==> src/rtl/epo_pkg.sv <==
/*
 Package for the energy pulse output block: register map, field widths,
 reset values and timing constants.
 Assumes a 25 MHz system clock and an APB register port with 32-bit data.
*/
package epo_pkg;
   // Channel count and order
   localparam int CHANNELS          = 4;
   localparam int CH_ACT_EXPORT     = 0;
   localparam int CH_REACT_EXPORT   = 1;
   localparam int CH_ACT_IMPORT     = 2;
   localparam int CH_REACT_IMPORT   = 3;

   // Clock and time base
   localparam int CLK_HZ            = 25000000;
   localparam int MS_PER_S          = 1000;
   localparam int TICK_MS           = 1;
   localparam int CYCLES_PER_MS     = CLK_HZ / MS_PER_S * TICK_MS;

   // Setting limits
   localparam logic [15:0] QUANTUM_MIN = 16'h000A;
   localparam logic [15:0] QUANTUM_MAX = 16'h2710;
   localparam logic [15:0] LENGTH_MIN  = 16'h0064;
   localparam logic [15:0] LENGTH_MAX  = 16'h1388;
   localparam logic [15:0] QUANTUM_RST = 16'h000A;
   localparam logic [15:0] LENGTH_RST  = 16'h0064;

   // Field widths
   localparam int SET_W             = 16;
   localparam int ACC_W             = 32;
   localparam int OUT_W             = 8;

   // Register map, byte addresses
   localparam logic [7:0] ADDR_QUANTUM_BASE = 8'h00;
   localparam logic [7:0] ADDR_LENGTH_BASE  = 8'h10;
   localparam logic [7:0] ADDR_ROUTE_BASE   = 8'h20;
   localparam logic [7:0] ADDR_STATUS       = 8'h30;
   localparam logic [7:0] ADDR_ACC_BASE     = 8'h40;
   localparam logic [7:0] ADDR_CTRL         = 8'h50;
   localparam int         ADDR_W            = 8;
   localparam int         CTRL_ENABLE_BIT   = 0;
   localparam int         CTRL_CLEAR_BIT    = 1;
   localparam logic [31:0] CTRL_RST         = 32'h0000_0001;
endpackage

==> src/rtl/epo_channel.sv <==
/*
 One energy pulse channel: accumulates energy increments, fires a pulse
 when the quantum is reached and times the pulse in milliseconds.
 Assumes a one-cycle millisecond enable and settings that are in range.
*/
module epo_channel #(
   parameter int SET_W = epo_pkg::SET_W,
   parameter int ACC_W = epo_pkg::ACC_W
) (
   input  wire logic             clk,        // System clock
   input  wire logic             reset_n,    // Async reset, active low
   input  wire logic             enable,     // Channel counting enable
   input  wire logic             clear,      // Clear accumulator and pulse
   input  wire logic             ms_tick,    // One-cycle millisecond enable
   input  wire logic             energy_inc, // Energy increment valid
   input  wire logic [SET_W-1:0] energy_amt, // Increment in energy units
   input  wire logic [SET_W-1:0] quantum,    // Pulse quantum
   input  wire logic [SET_W-1:0] length_ms,  // Pulse length in ms
   output logic                  pulse,      // Pulse output level
   output logic      [ACC_W-1:0] accum       // Accumulated remainder
);
   typedef struct packed {
      logic [ACC_W-1:0] acc;
      logic [SET_W-1:0] left;
      logic [SET_W-1:0] owed;
      logic             active;
   } epo_ch_state_type;

   epo_ch_state_type state_reg;
   epo_ch_state_type state_next;

   // Accumulate, pulse start and pulse timing
   always_comb begin
      logic [ACC_W-1:0] sum;
      sum = '0;
      state_next = state_reg;
      sum = state_reg.acc;
      if (enable && energy_inc) begin
         sum = state_reg.acc + ACC_W'(energy_amt);
      end
      if (sum >= ACC_W'(quantum)) begin                      // RULE2
         sum = sum - ACC_W'(quantum);                         // RULE8
         state_next.owed = state_reg.owed + 1'b1;
      end
      state_next.acc = sum;
      if (state_reg.active) begin
         if (ms_tick) begin
            if (state_reg.left == SET_W'(1)) begin            // RULE3
               state_next.active = 1'b0;
            end else begin
               state_next.left = state_reg.left - 1'b1;
            end
         end
      end else if (state_reg.owed != '0) begin                // RULE2
         state_next.active = 1'b1;
         state_next.left   = length_ms;                       // RULE3
         state_next.owed   = state_next.owed - 1'b1;
      end
      if (clear) begin
         state_next = '0;
      end
   end

   // State register
   always_ff @(posedge clk or negedge reset_n) begin
      if (!reset_n) begin
         state_reg <= '0;
      end else begin
         state_reg <= state_next;
      end
   end

   assign pulse = state_reg.active;
   assign accum = state_reg.acc;
endmodule

==> src/rtl/epo_top.sv <==
/*
 Energy pulse outputs: four pulse channels with APB-set quanta, lengths and
 an output routing matrix onto the digital outputs.
 Assumes energy increments from measurement logic on the same clock.
*/
// Register access over APB and the address map were left to the implementer.
// Contract
// RULE1 - There are four independent pulse channels, one per energy direction.
// RULE2 - A channel starts a pulse each time its energy reaches its quantum.
// RULE3 - A started pulse lasts exactly its configured length, then ends; the code ends it on the length-th ms tick, after length-1 to length ms.
// RULE4 - Each channel has its own quantum setting from 10 to 10000 units.
// RULE5 - Each channel has its own pulse length from 100 to 5000 ms.
// RULE6 - Any channel can drive any set of digital outputs via a matrix.
// RULE7 - Software should keep length below peak pulse period minus 0.2 s.
// RULE8 - After a pulse the quantum is subtracted and the remainder kept.
module epo_top #(
   parameter int OUT_W = epo_pkg::OUT_W
) (
   input  wire logic                                   clk,        // Clock
   input  wire logic                                   reset_n,    // Reset
   input  wire logic                                   psel,       // APB
   input  wire logic                                   penable,    // APB
   input  wire logic                                   pwrite,     // APB
   input  wire logic [epo_pkg::ADDR_W-1:0]             paddr,      // APB
   input  wire logic [31:0]                            pwdata,     // APB
   output logic      [31:0]                            prdata,     // APB
   output logic                                        pready,     // APB
   output logic                                        pslverr,    // APB
   input  wire logic [epo_pkg::CHANNELS-1:0]           energy_inc, // Valid
   input  wire logic [epo_pkg::CHANNELS*epo_pkg::SET_W-1:0] energy_amt,
   output logic      [epo_pkg::CHANNELS-1:0]           pulse_out,  // Pulses
   output logic      [OUT_W-1:0]                       dig_out     // Outputs
);
   localparam int CH = epo_pkg::CHANNELS;
   localparam int SW = epo_pkg::SET_W;
   localparam int MSW = $clog2(epo_pkg::CYCLES_PER_MS);

   typedef struct packed {
      logic [CH-1:0][SW-1:0]    quantum;
      logic [CH-1:0][SW-1:0]    length;
      logic [CH-1:0][OUT_W-1:0] route;
      logic [31:0]              ctrl;
      logic [MSW-1:0]           ms_cnt;
      logic                     ms_tick;
      logic [31:0]              rdata;
      logic                     err;
      logic [OUT_W-1:0]         dout;
      logic                     ack;
   } epo_state_type;

   epo_state_type state_reg;
   epo_state_type state_next;

   logic [CH-1:0]                       pulse;
   logic [CH-1:0][epo_pkg::ACC_W-1:0]   accum;
   logic                                clear_pulse;

   // Clamp a setting into its legal range
   function automatic logic [SW-1:0] clamp(input logic [31:0] v,
                                           input logic [SW-1:0] lo,
                                           input logic [SW-1:0] hi);
      if (v < 32'(lo)) begin
         return lo;
      end else if (v > 32'(hi)) begin
         return hi;
      end
      return v[SW-1:0];
   endfunction

   // Word index within a bank of four registers
   function automatic logic [1:0] idx(input logic [epo_pkg::ADDR_W-1:0] a);
      return a[3:2];
   endfunction

   // One wait state so that registered read data stands with pready
   assign pready      = state_reg.ack;
   assign prdata      = state_reg.rdata;
   assign pslverr     = state_reg.err;
   assign pulse_out   = pulse;
   assign dig_out     = state_reg.dout;
   assign clear_pulse = psel && penable && pwrite && state_reg.ack
                        && paddr == epo_pkg::ADDR_CTRL
                        && pwdata[epo_pkg::CTRL_CLEAR_BIT];

   // Millisecond divider, APB access and routing matrix
   always_comb begin
      logic [epo_pkg::ADDR_W-1:0] bank;
      logic                       hit;
      logic [OUT_W-1:0]           d;
      bank = '0;
      hit  = 1'b0;
      d    = '0;
      state_next = state_reg;
      state_next.ms_tick = 1'b0;
      if (state_reg.ms_cnt == MSW'(epo_pkg::CYCLES_PER_MS - 1)) begin
         state_next.ms_cnt  = '0;
         state_next.ms_tick = 1'b1;
      end else begin
         state_next.ms_cnt = state_reg.ms_cnt + 1'b1;
      end
      bank = {paddr[epo_pkg::ADDR_W-1:4], 4'h0};
      hit = paddr[1:0] == 2'h0 && (bank == epo_pkg::ADDR_QUANTUM_BASE
            || bank == epo_pkg::ADDR_LENGTH_BASE
            || bank == epo_pkg::ADDR_ROUTE_BASE
            || bank == epo_pkg::ADDR_ACC_BASE
            || paddr == epo_pkg::ADDR_STATUS
            || paddr == epo_pkg::ADDR_CTRL);
      // First access cycle latches the answer, second one completes
      state_next.ack = psel && penable && !state_reg.ack;
      if (psel && penable && state_reg.ack && pwrite && hit) begin
            if (bank == epo_pkg::ADDR_QUANTUM_BASE) begin
               state_next.quantum[idx(paddr)] = clamp(pwdata,
                  epo_pkg::QUANTUM_MIN, epo_pkg::QUANTUM_MAX);  // RULE4
            end else if (bank == epo_pkg::ADDR_LENGTH_BASE) begin
               state_next.length[idx(paddr)] = clamp(pwdata,
                  epo_pkg::LENGTH_MIN, epo_pkg::LENGTH_MAX);    // RULE5
            end else if (bank == epo_pkg::ADDR_ROUTE_BASE) begin
               state_next.route[idx(paddr)] = pwdata[OUT_W-1:0];
            end else if (paddr == epo_pkg::ADDR_CTRL) begin
               state_next.ctrl = 32'(pwdata[epo_pkg::CTRL_ENABLE_BIT]);
            end
      end
      if (psel && penable && !state_reg.ack) begin
         state_next.err   = !hit;
         state_next.rdata = '0;
         if (!pwrite && hit) begin
            if (bank == epo_pkg::ADDR_QUANTUM_BASE) begin
               state_next.rdata = 32'(state_reg.quantum[idx(paddr)]);
            end else if (bank == epo_pkg::ADDR_LENGTH_BASE) begin
               state_next.rdata = 32'(state_reg.length[idx(paddr)]);
            end else if (bank == epo_pkg::ADDR_ROUTE_BASE) begin
               state_next.rdata = 32'(state_reg.route[idx(paddr)]);
            end else if (bank == epo_pkg::ADDR_ACC_BASE) begin
               state_next.rdata = accum[idx(paddr)];
            end else if (paddr == epo_pkg::ADDR_STATUS) begin
               state_next.rdata = 32'(pulse);
            end else begin
               state_next.rdata = state_reg.ctrl;
            end
         end
      end
      // Each output is the OR of the channels routed to it
      for (int c = 0; c < CH; c++) begin
         if (pulse[c]) begin
            d = d | state_reg.route[c];                          // RULE6
         end
      end
      state_next.dout = d;
   end

   // State register
   always_ff @(posedge clk or negedge reset_n) begin
      if (!reset_n) begin
         state_reg         <= '0;
         state_reg.quantum <= {CH{epo_pkg::QUANTUM_RST}};
         state_reg.length  <= {CH{epo_pkg::LENGTH_RST}};
         state_reg.ctrl    <= epo_pkg::CTRL_RST;
      end else begin
         state_reg <= state_next;
      end
   end

   // Four independent channels
   for (genvar c = 0; c < CH; c++) begin : g_ch
      epo_channel u_ch (                                         // RULE1
         .clk        (clk),
         .reset_n    (reset_n),
         .enable     (state_reg.ctrl[epo_pkg::CTRL_ENABLE_BIT]),
         .clear      (clear_pulse),
         .ms_tick    (state_reg.ms_tick),
         .energy_inc (energy_inc[c]),
         .energy_amt (energy_amt[c*SW +: SW]),
         .quantum    (state_reg.quantum[c]),
         .length_ms  (state_reg.length[c]),
         .pulse      (pulse[c]),
         .accum      (accum[c])
      );
   end
endmodule

==> config.mk <==
export PLATFORM = sky130hd
export DESIGN_NAME = epo_top
export DESIGN_NICKNAME = d
export VERILOG_FILES = /design/src/rtl/epo_pkg.sv /design/src/rtl/epo_channel.sv /design/src/rtl/epo_top.sv
export SDC_FILE = /design/constraint.sdc
export NUM_CORES = 1
export LEC_CHECK = 0
export BUFFER_PORTS_ARGS = -buffer_cell sky130_fd_sc_hd__buf_2
export CORE_UTILIZATION = 45
export CTS_BUF_LIST = sky130_fd_sc_hd__clkbuf_8
export DETAILED_ROUTE_END_ITERATION = 6
export SYNTH_ARGS = -nofsm -noshare
export SYNTH_HDL_FRONTEND = slang
export SYNTH_HIERARCHICAL = 1
export SYNTH_SLANG_ARGS = --single-unit
==> constraint.sdc <==
create_clock -name clk -period 10.5 [get_ports clk]
set_input_delay 2.1 -clock clk [delete_from_list [all_inputs] [get_ports clk]]
set_output_delay 2.1 -clock clk [all_outputs]
set_load 0.02 [all_outputs]
**Word-level counts from Yosys, hierarchy flattened**

Index checks and enable logic that the tools add are counted.

- Register bits: 479
- Word-level logic and storage cells: 227

- Add/sub/neg operators: 21
- Order comparisons: 10
- Equality and inequality tests: 18
- Mux-type cells: 95
- Bitwise gates (word level): 6
- Reductions and logical operators: 42

Operators with widths:

| kind | number |
|---|---|
| 16-bit two-way mux | 34 |
| 32-bit two-way mux | 14 |
| 65-bit two-way mux | 4 |
| 33-bit two-way mux | 4 |
| 32-bit by 16-bit adder with 32-bit output | 4 |
| 64-bit bitwise mux | 2 |
| 32-bit by 16-bit greater-or-equal comparator with 1-bit output | 4 |
| 16-bit by 1-bit subtractor with 16-bit output (second input constant) | 8 |
| 32-bit by 16-bit subtractor with 32-bit output | 4 |
| 16-bit by 1-bit adder with 16-bit output (second input constant) | 4 |
| 16-bit binary-select mux with 2-bit select | 2 |
| 32-bit binary-select mux with 2-bit select | 1 |
| 16-bit by 1-bit equality test with 1-bit output (second input constant) | 4 |
| 16-bit nonzero test | 4 |
| 8-bit two-way mux | 6 |
| 32-bit bitwise mux | 1 |
| 16-bit demux with 2-bit select | 1 |
| 32-bit by 13-bit > comparator with 1-bit output (second input constant) | 1 |
| 32-bit by 14-bit > comparator with 1-bit output (second input constant) | 1 |
| 32-bit by 4-bit less-than comparator with 1-bit output (second input constant) | 1 |
| 32-bit by 7-bit less-than comparator with 1-bit output (second input constant) | 1 |
| 3-bit inequality test (second input constant) | 8 |
| 8-bit bitwise OR | 3 |
| 1-bit two-way mux | 22 |
| 24 further kinds | 54 |

**Longest topological paths before layout**

- Depth after elaboration: 14
- Depth in mapped cells: 30
- Gate-level depth less buffers: 28

**Modules after synthesis**

Netlist, hierarchy kept.

Modules (own cells, without submodules):

| module | instances | cells an instance | area each (um2) | seq. area each (um2) |
|---|---|---|---|---|
| epo_channel (g_ch[1].u_ch ...) | 2 | 829 | 6,541.3 | 1,626.6 |
| epo_top | 1 | 937 | 11,114.4 | 5,506.5 |
| epo_channel (g_ch[0].u_ch) | 1 | 908 | 6,857.8 | 1,626.6 |
| epo_channel (g_ch[3].u_ch) | 1 | 821 | 6,496.2 | 1,626.6 |

**Least setup slack after synthesis**

OpenSTA, ideal clock, no wires.

- Path kind: input to register
- From: input port energy_amt[58] in the netlist's numbering
- To: register g_ch[3].u_ch/state_reg[15] in the netlist's numbering
- Setup time: 132 ps
- Data arrival time: 7,064 ps
- Data required time: 10,368 ps
- Setup slack: 3,305 ps
- Stages: 26
- Path buffers: 2
- Path through: ha_1 > and4_1 > and3_1 > nand3_1 > and2_1 > or3b_2 > a21oi_1 > xor2_1 > o21ai_0 > ha_1 > a21oi_1 > o21ai_0 > a21oi_1 > nand4_1 > or4_4 > buf_6 > a21oi_1 > ha_1 > and2_1 > buf_1 > nand3b_1 > mux2i_1 > o21ai_1 > nor4_2 > xor2_1 > nor2_1

RTL lines:

| item | line | RTL |
|---|---|---|
| start, declared | epo_top.sv:30 | `input wire logic [epo_pkg::CHANNELS*epo_pkg::SET_W-1:0] energy_amt,` |
| end signal, assigned | epo_channel.sv:69 | `state_reg <= state_next;` |
| end, declared | epo_channel.sv:29 | `epo_ch_state_type state_reg;` |

==> impl_metrics.csv <==
group,metric,value,unit
setup_path,cp-start-kind,"input pin",
synth,yosys.area.top_type_share,0.305,
setup_path,cp-end-kind,"flip-flop",
setup_path,arrival,8.07,ns
detailed_routing,drc,0,
cts,clk_pin_slew_worst_paths,0.06,ns
sta,rsz0062_at_grt,"no",
detailed_routing,routed_wl,116000,um
power,powerDensity,205,mW/mm2
detailed_routing,drtPass1Iterations,6,
synth,synthesis.nets,4594,
floorplan,start_util,0.456,
cts,cts_max_level,3,
finish,utilization,0.483,
place,place_ws,2.43,ns
power,p_total,8.16,mW
synth,synth-seq-cells,479,
cts,clock-sinks,479,
detailed_routing,vias_per_cell,5.95,
cts,cts_tree,"built",
setup_path,required,11.07,ns
floorplan,dieWidth,291,um
detailed_routing,drt_first_iter_violations,2621,
detailed_routing,ant_nets,0,
sta,setup_viol,0,
finish,syn_to_final_growth,5.87,%
power,p_leak,17.0,nW
synth,yosys_warnings,6,
worst_hold_path,holdPathEnd,"state_reg[43]",
sta,slew_headroom,0.291,
grt,track_usage,0.271,
synth,synth_area,0.0376,mm2
sta,max_freq,133,MHz
finish,drive_above_1_share,0.151,
floorplan,io_pins,159,
sta,tightest_slew,1.06,ns
power,peakVddDrop,94.8,uV
sta,slew_violations,0,
setup_path,path_max_fanout,23,
job,maxCapViolCount,0,
detailed_routing,vias,31900,
setup_path,rrSetupSlack,3.94,ns
cts,cts_buffers,91,
synth,avgSynthCellArea,8.68,um2
sta,finalCriticalPeriod,7.50,ns
sta,tns,0,ns
synth,postSynthCellCount,4324,
sta,finalHoldViolCount,0,
grt,globalRouteOverflowTotal,0,
synth,synthFlopType,"dfrtp_1",
synth,seq_area_frac_synth,0.320,
synth,yosysUniqueCellTypes,122,
grt,antenna_found_initial,8,
place,gp_congestion,0.946,
detailed_routing,wl_per_cell,21.6,um
finish,largest_register_ffs,177,
worst_hold_path,holdPathStages,1,
floorplan,die-area,0.0846,mm2
synth,synth_area_leader_cell,"dfrtp_1",
synth,synth_edf_count,0,
worst_hold_path,worstHoldPathType,"reg -> reg",
cts,postCtsSetupRepairBufs,0,
cts,clockBufferDepth,3,
finish,final_nets,4493,
grt,grt_pass1_wl,178000,um
setup_path,crit_start,"energy_amt[0]",
grt,grt_pass1_vias,30300,
floorplan,std_cell_rows,105,
place,portBuffers,158,
cts,cts_root_buf,"clkbuf_8",
cts,post_cts_resized,0,
setup_path,reg2reg_to,"g_ch[0].u_ch/state_reg[7]",
synth,ys_top_cells_by_area,"dfrtp_1 31%, nand2_1 5.7%, xnor2_1 5.0%, ha_1 5.0%, mux4_2 4.3%",
setup_path,r2r-start,"g_ch[0].u_ch/accum[0]",
sta,fin_crit_sh,0.714,
cts,postCtsHoldBufs,0,
synth,async_flop_share,1.00,
worst_hold_path,hp-start,"state_reg[43]",
sta,skew,0.0292,ns
setup_path,crit_type,"in -> reg",
place,dpl.hpwl,87600,um
status,status,"finished, final reports clean",
floorplan,core-area,0.0824,mm2
cts,clk_latency,0.70,ns
grt,grt_max_degree,134,
setup_path,worstRegToRegCells,22,
floorplan,die_h,291,um
sta,fin_ws,3.00,ns
routing by layer:
metal	routed length, um	track usage
met5	19	0
met4	4260	0.101
met3	7800	0.0389
met2	50000	0.405
met1	53900	0.394
placed cells by master, fill, tap and decap left out, drive strengths merged, types with 13 or more instances in the layout:
cell / synthesis / routed
clkinv: 0 / 15
xor2: 138 / 138
a31oi: 35 / 35
a21oi: 217 / 217
o211ai: 17 / 17
ha: 149 / 149
or2: 33 / 33
nor4: 40 / 40
mux2i: 53 / 53
o21bai: 13 / 13
and2: 63 / 63
a22o: 29 / 29
nor3: 107 / 107
xnor2: 220 / 220
nor2b: 36 / 36
a22oi: 77 / 77
mux2: 66 / 66
mux4: 72 / 72
nand2: 575 / 575
a21o: 53 / 53
a211oi: 30 / 30
nor2: 359 / 359
nand2b: 30 / 30
o21a: 20 / 20
a311oi: 16 / 16
clkbuf: 148 / 124
and3: 56 / 56
and4: 27 / 27
o21ai: 301 / 301
dfstp: 21 / 21
nand3: 91 / 91
dfrtp: 458 / 458
o31ai: 61 / 61
inv: 148 / 170
or3: 48 / 48
nand4: 76 / 76
buf: 238 / 192
power by group:
group	switching [mW]	internal [mW]	leakage, nW
combinational	2.11	1.53	9.92
clock	0.866	1.07	1.08
sequential	0.503	2.09	6.03
final cells by class:
cell class                 instances  area [um2]
sequential                       479       12000
inverter                         148         556
clock inverter                    43         225
fill                            7982       42600
antenna                            1        2.50
clock buffer                     124        1710
multi-input combinational       3311       22800
tap                             1070        1340
timing repair buffer             192        1070
metrics by stage:
stage	std cells	instance area (um2)	hold WS, ns
after floorplan	4324	37600	0.433
after global placement	5200	37800	0.450
after detailed placement	5200	37800	0.466
after CTS	5367	39800	0.474
after global routing	5368	39800	0.498
final	5368	39800	0.463
kinds of logic (layout without fill, tap and decap cells):
group / after synthesis / in the layout / synth area share
and+or+nand+nor: 1607 / 1607 / 0.211
xor gates and xnor gates: 358 / 358 / 0.0851
buffers and inverters: 534 / 507 / 0.0735
AOI/OAI and AO/OA: 998 / 998 / 0.180
adders and majority gates: 157 / 157 / 0.0539
muxes: 191 / 191 / 0.0771
DFF: 479 / 479 / 0.320
other: 0 / 1 / 0
synth_stat cells, drive strengths merged (16+ instances only):
cell	number
nand4	76
mux2	66
dfstp	21
and2	63
a21oi	217
nor4	40
o21a	20
a311oi	16
xor2	138
or2	33
a211oi	30
nor3	107
inv	148
a22oi	77
mux2i	53
nor2	359
nand2b	30
a22o	29
mux4	72
a31oi	35
a21o	53
xnor2	220
ha	149
o21ai	301
and4	27
or3	48
nand3	91
nor2b	36
dfrtp	458
o211ai	17
o31ai	61
buf	238
and3	56
clkbuf	148
nand2	575
worst max-delay path by stage:
stage          cells past startpoint                         end
3_5_place_dp                      21   g_ch[0].u_ch/state_reg[7]
5_1_grt                           21   g_ch[0].u_ch/state_reg[7]
2_1_floorplan                     26  g_ch[3].u_ch/state_reg[15]
4_1_cts                           25  g_ch[3].u_ch/state_reg[15]
6_report                          23   g_ch[0].u_ch/state_reg[7]
3_3_place_gp                      21   g_ch[0].u_ch/state_reg[7]
worst max-delay path, stage by stage:
cell	delay (ns)
buf_2	0.08
ha_1	0.15
inv_1	0.05
fa_1	0.40
nand2b_1	0.18
a21oi_1	0.34
o211ai_1	0.22
and3_1	0.25
xor2_1	0.16
o21ai_0	0.24
ha_1	0.35
a21o_1	0.18
a21oi_1	0.14
o21a_1	0.16
o31ai_1	0.15
a311oi_2	0.48
nand3_1	0.79
a21oi_1	0.46
ha_1	0.23
and2_1	0.27
a31oi_1	0.12
a31oi_1	0.19
mux2_2	0.35
No activity file was read; power rests on OpenSTA's default activity.
